File: src/core/bflvs_pkg.sv
package bflvs_pkg;
    // =========================================================
    // register map
    localparam logic [5:0] SR2_ADDR       = 6'h06;
    localparam logic [5:0] SR3_ADDR       = 6'h07;
    localparam int         FRAME_W        = 24;
    // =========================================================
    // field positions
    localparam int         FB_FAULT_BIT   = 6;
    localparam int         DIN_STATE_BIT  = 5;
    localparam int         WD_PROG_LSB    = 15;
    localparam int         PARITY_BIT     = 0;
    localparam int         STR1_LSB       = 16;
    localparam int         STR2_LSB       = 8;
    // =========================================================
    // reset values
    localparam logic [7:0] VOLT_RST       = 8'h00;
    localparam logic [1:0] WD_PROG_RST    = 2'h0;
    // =========================================================
    // watchdog progress thresholds in percent
    localparam logic [6:0] WD_PCT_Q1      = 7'h18;
    localparam logic [6:0] WD_PCT_Q2      = 7'h32;
    localparam logic [6:0] WD_PCT_Q3      = 7'h4A;
    // =========================================================
    // timing
    localparam int         CLK_MHZ        = 250;
    localparam int         FILTER_TIME_US = 20;
    localparam int         RESTART_TIME_MS = 10;
    localparam int         FILTER_CYCLES  = FILTER_TIME_US * CLK_MHZ;
    localparam int         RESTART_CYCLES = RESTART_TIME_MS * 1000 * CLK_MHZ;
    localparam int         SYNC_HALF_CYCLES = 4;
endpackage : bflvs_pkg

File: src/core/bflvs_input_filter.sv
`timescale 1ns/10ps
// =========================================================
// debounce: output follows input once it held steady long enough
module bflvs_input_filter #(
    parameter int FILTER_CYCLES = 5000
) (
    input  wire logic clk,
    input  wire logic rst_b,
    input  wire logic raw_in,
    output logic      filtered
);
    localparam int CW = $clog2(FILTER_CYCLES + 1);
    logic [CW-1:0] stable_count;

    // count cycles in which the raw level differs from the reported one
    always_ff @(posedge clk or negedge rst_b) begin
        if (!rst_b) begin
            stable_count <= '0;
            filtered     <= 1'b0;
        end else if (raw_in == filtered) begin
            stable_count <= '0;
        end else if (stable_count == CW'(FILTER_CYCLES - 1)) begin
            stable_count <= '0;
            filtered     <= raw_in;
        end else begin
            stable_count <= stable_count + 1'b1;
        end
    end
endmodule : bflvs_input_filter

File: src/core/bflvs_status_bank.sv
`timescale 1ns/10ps
// What this block does
// - feedback short to ground sets fault bit 6
// - fault blocks boost start, stops running boost
// - fault stops all sync clock output
// - fault in limp home pulls compensation low
// - boost disabled means fault never sets
// - boost stays off until acknowledged read-clear
// - limp home auto restart clears fault periodically
// - bit 5 reports filtered direct input level
// - bit 0 makes every frame odd parity
// - bits 23:16 hold string1 off-time voltage
// - bits 15:8 hold string2 off-time voltage
// - direct or serial control refreshes every cycle the buck is off
// - dimming control refreshes once before off end
// - bits 16:15 report watchdog progress
// - watchdog fault in active mode enters limp home
module bflvs_status_bank #(
    parameter int FILTER_CYCLES  = bflvs_pkg::FILTER_CYCLES,
    parameter int RESTART_CYCLES = bflvs_pkg::RESTART_CYCLES
) (
    input  wire logic       CLK_SYS,
    input  wire logic       RST_B,
    input  wire logic       FEEDBACK_SENSE_SHORT,
    input  wire logic       BOOST_DISABLE,
    input  wire logic       BOOST_START_REQ,
    input  wire logic       WATCHDOG_FAULT,
    input  wire logic       LIMP_HOME_EXIT,
    input  wire logic [6:0] WATCHDOG_ELAPSED_PCT,
    input  wire logic       DIRECT_INPUT,
    input  wire logic [7:0] STRING1_ADC,
    input  wire logic [7:0] STRING2_ADC,
    input  wire logic       BUCK1_ON,
    input  wire logic       BUCK2_ON,
    input  wire logic       BUCK1_DIMMING_MODE,
    input  wire logic       BUCK2_DIMMING_MODE,
    input  wire logic       BUCK1_OFF_END,
    input  wire logic       BUCK2_OFF_END,
    input  wire logic       REG_READ,
    input  wire logic       REG_CLEAR,
    input  wire logic [5:0] REG_ADDR,
    output logic [23:0]     REG_RDATA,
    output logic            BOOST_ENABLE,
    output logic            SYNC_CLK_OUT,
    output logic            COMP_PULL_DOWN,
    output logic            LIMP_HOME_MODE,
    output logic            BOOST_FEEDBACK_FAULT
);
    // =========================================================
    // helpers
    function automatic logic [23:0] with_parity(input logic [23:0] frame);
        with_parity    = frame;
        with_parity[0] = ~^frame[23:1];
    endfunction : with_parity

    function automatic logic [1:0] wd_encode(input logic [6:0] pct);
        if (pct < bflvs_pkg::WD_PCT_Q1)      wd_encode = 2'h0;
        else if (pct < bflvs_pkg::WD_PCT_Q2) wd_encode = 2'h1;
        else if (pct < bflvs_pkg::WD_PCT_Q3) wd_encode = 2'h2;
        else                                 wd_encode = 2'h3;
    endfunction : wd_encode

    // =========================================================
    // declarations
    localparam int RW = $clog2(RESTART_CYCLES + 1);
    localparam int SW = $clog2(bflvs_pkg::SYNC_HALF_CYCLES + 1);
    logic          limp_home;
    logic          fb_fault;
    logic [RW-1:0] restart_count;
    logic          restart_tick;
    logic [SW-1:0] sync_count;
    logic          sync_clk;
    logic          din_state;
    logic [7:0]    string1_offtime_voltage;
    logic [7:0]    string2_offtime_voltage;
    logic [1:0]    watchdog_progress;
    logic          clr_sr2;
    logic          clr_sr3;
    logic          upd1;
    logic          upd2;
    logic [23:0]   next_frame;

    assign clr_sr2 = REG_READ && REG_CLEAR && (REG_ADDR == bflvs_pkg::SR2_ADDR);
    assign clr_sr3 = REG_READ && REG_CLEAR && (REG_ADDR == bflvs_pkg::SR3_ADDR);

    // =========================================================
    // limp home: entered on watchdog fault, left on external request
    always_ff @(posedge CLK_SYS or negedge RST_B) begin
        if (!RST_B) begin
            limp_home <= 1'b0;
        end else if (WATCHDOG_FAULT) begin
            limp_home <= 1'b1;
        end else if (LIMP_HOME_EXIT) begin
            limp_home <= 1'b0;
        end
    end

    // =========================================================
    // auto restart timer only runs in limp home
    always_ff @(posedge CLK_SYS or negedge RST_B) begin
        if (!RST_B) begin
            restart_count <= '0;
        end else if (!limp_home || restart_tick) begin
            restart_count <= '0;
        end else begin
            restart_count <= restart_count + 1'b1;
        end
    end
    assign restart_tick = limp_home && (restart_count == RW'(RESTART_CYCLES - 1));

    // =========================================================
    // feedback fault: a detected short wins over a clear in the same cycle
    always_ff @(posedge CLK_SYS or negedge RST_B) begin
        if (!RST_B) begin
            fb_fault <= 1'b0;
        end else if (FEEDBACK_SENSE_SHORT && !BOOST_DISABLE) begin
            fb_fault <= 1'b1;
        end else if (clr_sr2 || restart_tick) begin
            fb_fault <= 1'b0;
        end
    end

    // boost gating is combinational so a running boost stops at once
    assign BOOST_ENABLE   = BOOST_START_REQ && !BOOST_DISABLE && !fb_fault;
    assign COMP_PULL_DOWN = fb_fault && limp_home;
    assign LIMP_HOME_MODE = limp_home;
    assign BOOST_FEEDBACK_FAULT = fb_fault;

    // =========================================================
    // sync clock divider, held low while the fault stands
    always_ff @(posedge CLK_SYS or negedge RST_B) begin
        if (!RST_B) begin
            sync_count <= '0;
            sync_clk   <= 1'b0;
        end else if (fb_fault || !BOOST_ENABLE) begin
            sync_count <= '0;
            sync_clk   <= 1'b0;
        end else if (sync_count == SW'(bflvs_pkg::SYNC_HALF_CYCLES - 1)) begin
            sync_count <= '0;
            sync_clk   <= ~sync_clk;
        end else begin
            sync_count <= sync_count + 1'b1;
        end
    end
    assign SYNC_CLK_OUT = sync_clk;

    // =========================================================
    // direct input filter
    bflvs_input_filter #(
        .FILTER_CYCLES(FILTER_CYCLES)
    ) u_din_filter (
        .clk     (CLK_SYS),
        .rst_b   (RST_B),
        .raw_in  (DIRECT_INPUT),
        .filtered(din_state)
    );

    // =========================================================
    // watchdog progress, registered to keep the read frame glitch free
    always_ff @(posedge CLK_SYS or negedge RST_B) begin
        if (!RST_B) begin
            watchdog_progress <= bflvs_pkg::WD_PROG_RST;
        end else begin
            watchdog_progress <= wd_encode(WATCHDOG_ELAPSED_PCT);
        end
    end

    // =========================================================
    // off-time voltage capture; a fresh sample wins over read-clear
    assign upd1 = BUCK1_DIMMING_MODE ? BUCK1_OFF_END : !BUCK1_ON;
    assign upd2 = BUCK2_DIMMING_MODE ? BUCK2_OFF_END : !BUCK2_ON;

    always_ff @(posedge CLK_SYS or negedge RST_B) begin
        if (!RST_B) begin
            string1_offtime_voltage <= bflvs_pkg::VOLT_RST;
        end else if (upd1) begin
            string1_offtime_voltage <= STRING1_ADC;
        end else if (clr_sr3) begin
            string1_offtime_voltage <= bflvs_pkg::VOLT_RST;
        end
    end

    always_ff @(posedge CLK_SYS or negedge RST_B) begin
        if (!RST_B) begin
            string2_offtime_voltage <= bflvs_pkg::VOLT_RST;
        end else if (upd2) begin
            string2_offtime_voltage <= STRING2_ADC;
        end else if (clr_sr3) begin
            string2_offtime_voltage <= bflvs_pkg::VOLT_RST;
        end
    end

    // =========================================================
    // read frame assembly; unused positions stay zero
    always_comb begin
        next_frame = '0;
        case (REG_ADDR)
            bflvs_pkg::SR2_ADDR: begin
                next_frame[bflvs_pkg::WD_PROG_LSB +: 2]  = watchdog_progress;
                next_frame[bflvs_pkg::FB_FAULT_BIT]      = fb_fault;
                next_frame[bflvs_pkg::DIN_STATE_BIT]     = din_state;
            end
            bflvs_pkg::SR3_ADDR: begin
                next_frame[bflvs_pkg::STR1_LSB +: 8] = string1_offtime_voltage;
                next_frame[bflvs_pkg::STR2_LSB +: 8] = string2_offtime_voltage;
            end
            default: begin
                next_frame = '0;
            end
        endcase
    end

    // frame captured at the read so a same-cycle clear never hides the value
    always_ff @(posedge CLK_SYS or negedge RST_B) begin
        if (!RST_B) begin
            REG_RDATA <= '0;
        end else if (REG_READ) begin
            REG_RDATA <= with_parity(next_frame);
        end
    end
endmodule : bflvs_status_bank

File: config.mk
export PLATFORM = sky130hd
export DESIGN_NAME = bflvs_status_bank
export DESIGN_NICKNAME = d
export VERILOG_FILES = /design/src/core/bflvs_pkg.sv /design/src/core/bflvs_input_filter.sv /design/src/core/bflvs_status_bank.sv
export SDC_FILE = /design/constraint.sdc
export NUM_CORES = 1
export LEC_CHECK = 0
export BUFFER_PORTS_ARGS = -buffer_cell sky130_fd_sc_hd__buf_2
export CORE_ASPECT_RATIO = 1.1
export CORE_MARGIN = 8
export CORE_UTILIZATION = 45
export CTS_CLUSTER_SIZE = 12
export DETAILED_ROUTE_END_ITERATION = 6
export PLACE_DENSITY_LB_ADDON = 0.2
export SYNTH_ARGS = -nofsm -noshare
export SYNTH_HDL_FRONTEND = slang
export SYNTH_HIERARCHICAL = 1
export SYNTH_SLANG_ARGS = --single-unit
File: constraint.sdc
create_clock -name CLK_SYS -period 2.6 [get_ports CLK_SYS]
set_input_delay 0.39 -clock CLK_SYS [delete_from_list [all_inputs] [get_ports CLK_SYS]]
set_output_delay 0.39 -clock CLK_SYS [all_outputs]
set_load 0.01 [all_outputs]
=== After elaboration in Yosys (flattened, before gate mapping) ===
Index checks and enable logic that the tools add are counted.

* Add/sub/neg operators: 3
* Bitwise gates (word level): 2
* Equality and inequality tests: 6
* Reduce and logical (&&, ||, !) cells: 24
* Magnitude comparators: 3
* Multiplexer cells: 23

{| class="wikitable"
|+ Operator list
! operator !! count
|-
| 13-bit two-way mux || 2
|-
| 8-bit two-way mux || 3
|-
| 23-bit XNOR reduction || 1
|-
| 22-bit by 1-bit adder with 22-bit output, second input constant || 1
|-
| 22-bit == test, second input constant || 1
|-
| 22-bit two-way mux || 1
|-
| 7-bit two-way mux || 2
|-
| 13-bit by 1-bit adder with 13-bit output, second input constant || 1
|-
| 13-bit == test, second input constant || 1
|-
| 6-bit by 3-bit == test with 1-bit output, second input constant || 2
|-
| 2-bit nonzero test || 5
|-
| 1-bit two-way mux || 9
|-
| 1-bit logical AND || 8
|-
| 7-bit by 5-bit less-than comparator with 1-bit output, second input constant || 1
|-
| 7-bit by 6-bit less-than comparator with 1-bit output, second input constant || 1
|-
| 7-bit less-than comparator, second input constant || 1
|-
| 1-bit logical NOT || 6
|-
| 2-bit two-way mux || 3
|-
| 3-bit two-way mux || 2
|-
| 2-bit one-hot mux with 2 select lines || 1
|-
| 3-bit by 1-bit adder with 3-bit output, second input constant || 1
|-
| 3-bit by 2-bit == test with 1-bit output, second input constant || 1
|-
| 1-bit logical OR || 3
|-
| 1-bit NOT || 2
|-
| other kinds (2) || 2
|}

* Output and inout port bits: 29
* Bits in registers: 79
* Input bits: 45
* Word-level logic and storage cells: 72

=== Longest topological paths before layout ===
* Depth in word-level cells: 6
* Mapped depth: 7
* Depth with buffers taken out: 6

=== By module ===
The synthesis kept the hierarchy.

{| class="wikitable"
|+ Modules (own cells, without submodules)
! module !! instances !! cells an instance !! area an instance (sq um) !! sequential area each (sq um)
|-
| bflvs_status_bank || 1 || 256 || 2930.3 || 1626.6
|-
| bflvs_input_filter || 1 || 65 || 671.9 || 350.3
|}

=== Worst setup path after synthesis ===
Ideal clock, no wire load.

* Path type: reg-to-reg
* Start point: register u_din_filter.stable_count[5]
* End point: register u_din_filter.filtered
* Period minus slack after synthesis: 1.858 ns
* Data required time: 2.475 ns
* Data arrival time: 1.733 ns
* Setup slack: 0.742 ns
* Library setup time: 0.125 ns
* Stages on the path, launching flop included: 4
* Path buffers: 0
* Cell sequence: dfrtp_1 > or4b_1 > or4_4 > mux2_4

* Cells in the longest elaborated chain, start to end: 2

{| class="wikitable"
|+ Ends and longest elaborated chain
! what !! line !! RTL
|-
| start, declared || bflvs_input_filter.sv:13 || <nowiki>logic [CW-1:0] stable_count;</nowiki>
|-
| start signal, assigned || bflvs_input_filter.sv:26 || <nowiki>stable_count <= stable_count + 1'b1;</nowiki>
|-
| 13-bit == test || bflvs_input_filter.sv:22 || <nowiki>end else if (stable_count == CW'(FILTER_CYCLES - 1)) begin</nowiki>
|-
| 2-bit AND reduction (no line) || -- ||
|-
| end signal, assigned || bflvs_input_filter.sv:24 || <nowiki>filtered <= raw_in;</nowiki>
|-
| end, declared || bflvs_input_filter.sv:10 || <nowiki>output logic filtered</nowiki>
|}

No other way between the ends.
A chain may end at the register's enable or synchronous reset.

=== Final worst setup path ===
* Start point: register restart_count[0]
* End point: register restart_count[9]

* Cells in the longest elaborated chain, start to end: 4
* Elaborated cells between the ends (all ways): 5
* Those cells by class: 1 x add/sub; 1 x eq/ne; 1 x mux; 2 x reduce/logical

{| class="wikitable"
|+ Ends and longest elaborated chain
! what !! line !! RTL
|-
| start, declared || bflvs_status_bank.sv:69 || <nowiki>logic [RW-1:0] restart_count;</nowiki>
|-
| start signal, assigned || bflvs_status_bank.sv:106 || <nowiki>restart_count <= restart_count + 1'b1;</nowiki>
|-
| branches (longest 3 deep; another with 22-bit by 1-bit adder with 22-bit output) || -- ||
|-
| 22-bit two-way mux (*) || bflvs_status_bank.sv:103 || <nowiki>end else if (!limp_home || restart_tick) begin</nowiki>
|}

Mark *: on every way between the ends.

==> summary.txt <==
Power
  • Pwr Total: 2.56 mW
  • VDD IR max: 0.320 mV
  • P_leak: 2.02 nW
  • Sequential share of power: 52.7%
  • Power Density: 605 nW/um^2
  • Clock power share: 34.1%
  • Pint: 1.90 mW
  • Switch Pwr: 0.658 mW
  • Comb pwr share: 13.2%
  • Sw Ratio: 25.7%

Timing
  • Setup WS post-layout: 0.615 ns
  • TNS Setup: 0 ns
  • Fin crit share: 76.3%
  • Unrepaired setup endpoints after global routing: no
  • Worst-Margin Slew: 0.957 ns
  • Final min period: 1.98 ns
  • Hold Vio Cnt, Final: 0
  • Rel. slew slack: 36.2%
  • Achievable Freq: 0.504 GHz
  • Clock Skew: 0.00767 ns
  • Final hold slack: 0.197 ns
  • Final Max Tran Viols: 0
  • Final setup fails: 0

Floorplan
  • Die ar.: 11100 um^2
  • I/O Pins: 74
  • CORE AREA: 7830 um^2
  • Site Rows: 34
  • Die width: 101 um
  • DIE HEIGHT: 110 um
  • Initial Util: 46.0%

Final layout
  • Finished Cell Area: 4230 um^2
  • Antenna fix cells: 0
  • Finished Core Util: 54.0%
  • Non-Filler Instances: 507
  • Share of layout cells above drive strength 1: 23.3%
  • Synth-to-Final Area Change: 17.3%
  • Final net count: 443

Setup path
  • Worst path bufs/invs: 1
  • Max FO, Critical Path: 12
  • CP startpoint kind: flip-flop
  • Crit-path max cell delay: 0.39 ns
  • Crit path kind: reg2reg
  • Slowest cell on the critical path: dfrtp_1
  • Critical Path End Type: flip-flop
  • Critical Path RT: 2.83 ns
  • Worst path cell trace: ha_1 -> and4_1 -> nand3_1 -> nor3_1 -> nand2b_1 -> buf_4 -> nor2_1
  • CP delay by family, top: simple AND/OR/NAND/NOR gates
  • CP arrival: 2.22 ns

Detailed routing
  • Antenna-violating nets left: 0
  • DRT iter0 DRCs: 96
  • Initial DRT Pass Iterations: 4
  • DRT Wirelength: 7.46 mm
  • DRC viols: 0
  • Post-DR vias/cell: 5.08
  • Vias: 2578
  • Wire per inst: 14.7 um

Flow run
  • Max cap viols: 0

Outcome
  • Outcome: finished clean

Clocking
  • Post_cts resized: 0
  • CTS tree: built
  • Clk sink count: 79
  • Number of hold buffers added after cts: 0
  • Clock root cell: clkbuf_8
  • Worst-Skew Late Latency: 0.35 ns
  • Clock Tree Buf Depth: 2
  • Clock-pin slew on the worst setup and hold paths: 0.08 ns
  • CTS Buf Count: 9
  • Setup Buffers After CTS: 0
  • H-tree Lvls: 3

Placed design
  • Hpwl dp: 5.44 mm
  • PortBufs: 67
  • Post-DP Area: 4040 um^2
  • RD Place Congestion: 0.785
  • Post-placement worst setup slack: 0.626 ns
  • Placed cells: 492

Yosys
  • Average cell area after synthesis: 11.2 um^2
  • Sequential fraction of the synthesis area: 54.9%
  • EDFF count, synth: 0
  • Cell Area, Synth: 3600 um^2
  • Synth Register Bits: 79
  • Predominant post-synthesis flop cell: dfrtp_1
  • Async SR Flop Fraction: 100%
  • Synth cell types: 44
  • Post-synthesis cell count: 321
  • Synth warn: 6

GRT
  • Vias in the first global route: 2728
  • Congestion Overflow GR: 0
  • Largest net degree at the start of global routing: 80
  • Initial antenna violation count: 0
  • Global-route usage over all layers: 14.5%
  • Global-route wire length before repair: 12.9 mm

Min path
  • Worst Hold Class: in2async
-- worst paths after layout --
kind,cells after the start,to,start,slack (ns)
min,1,restart_count[3]$_DFF_PN0_,RST_B,0.20
max in group asynchronous,1,string2_offtime_voltage[7]$_DFFE_PN0P_,RST_B,1.80
max,7,restart_count[9]$_DFF_PN0_,restart_count[0]$_DFF_PN0_,0.62
max reg2reg,7,restart_count[9]$_DFF_PN0_,restart_count[0]$_DFF_PN0_,0.62
min reg2reg,1,sync_count[0]$_DFF_PN0_,sync_count[0]$_DFF_PN0_,0.44
min in group CLK_SYS,2,LIMP_HOME_MODE$_DFFE_PN0P_,WATCHDOG_FAULT,0.22
-- layout make-up --
class,count,area (um^2)
multi-input cells,224,1520
clock buffers,9,124
flip-flops and latches,79,1980
fillers,738,3600
inverters,10,37.5
repair buffers,71,368
well taps,108,135
clock inverters,6,62.6
-- layer usage --
metal	routed length [um]	vias to the layer above	global-route usage [%]
met4	133	0	6.07
met5	0	-	0
met2	3510	60	22.8
li1	-	1258	-
met1	3450	1247	18.7
met3	365	13	3.80
-- power groups by stage --
stage	logic [mW]	clock network (mW)	registers (mW)
detailed placement	0.346	0	1.37
CTS	0.348	0.890	1.35
global route	0.384	0.952	1.36
floorplan	0.245	0	1.36
global placement	0.341	0	1.37
finish	0.338	0.872	1.35
-- sequential cells by signal (all words and copies together), names as in the netlist, 2 cells and up --
name and cells:
REG_RDATA 19, string2_offtime_voltage 8, restart_count 22, watchdog_progress 2, string1_offtime_voltage 8, u_din_filter/stable_count 13, sync_count 3
-- worst register-to-register path, stage by stage, from the launching register on --
cell	delay [ns]
dfrtp_1	0.39
ha_1	0.22
and4_1	0.30
nand3_1	0.10
nor3_1	0.17
nand2b_1	0.37
buf_4	0.26
nor2_1	0.07
-- Yosys cell counts, types with 2 or more instances --
| cell | instances | share of area (%) |
|---|---|---|
| and4_1 | 3 | 0.73 |
| nand4_1 | 11 | 1.9 |
| ha_1 | 3 | 1.0 |
| o2bb2ai_1 | 2 | 0.49 |
| and3_1 | 4 | 0.69 |
| clkbuf_1 | 3 | 0.31 |
| nand2_1 | 15 | 1.6 |
| xnor2_1 | 28 | 6.8 |
| o21ai_0 | 2 | 0.28 |
| inv_1 | 9 | 0.94 |
| or2_2 | 2 | 0.35 |
| a21oi_1 | 4 | 0.56 |
| dfrtp_1 | 79 | 55 |
| nor4b_1 | 2 | 0.49 |
| mux2i_1 | 5 | 1.4 |
| and2_1 | 3 | 0.52 |
| xor2_1 | 21 | 5.1 |
| nand3_1 | 11 | 1.5 |
| a22o_1 | 32 | 7.8 |
| nor2_1 | 45 | 4.7 |
| nor3_1 | 7 | 0.97 |
| nor2b_1 | 2 | 0.35 |
| buf_4 | 7 | 1.5 |
-- kinds of logic (layout without fill, tap and decap cells) --
logic type	after synthesis	in the layout	synth area share (%)
flops	79	79	54.9
simple gates	115	115	16.0
fa+ha+maj	3	3	1.04
mux	6	6	1.81
other cells	1	5	0.104
xor+xnor	50	50	12.5
buf+inv	22	96	3.26
compound gates	45	45	10.3
-- cells in the final DEF, fill, tap and decap left out, types with 2 or more instances in the layout --
cell type,instances
and4_1,3
xor2_1,21
nor2_1,45
nand4_1,11
o2bb2ai_1,2
or2_2,2
nand3_1,11
a22o_1,32
clkinv_2,2
o21ai_0,2
nand2_1,15
conb_1,5
clkinvlp_4,3
a21oi_1,4
clkbuf_8,9
and3_1,4
and2_1,3
ha_1,3
nor3_1,7
buf_4,5
dfrtp_1,79
nor4b_1,2
xnor2_1,28
buf_2,66
nor2b_1,2
inv_1,9
mux2i_1,5
Note: power is estimated with default switching activity, not from simulation.
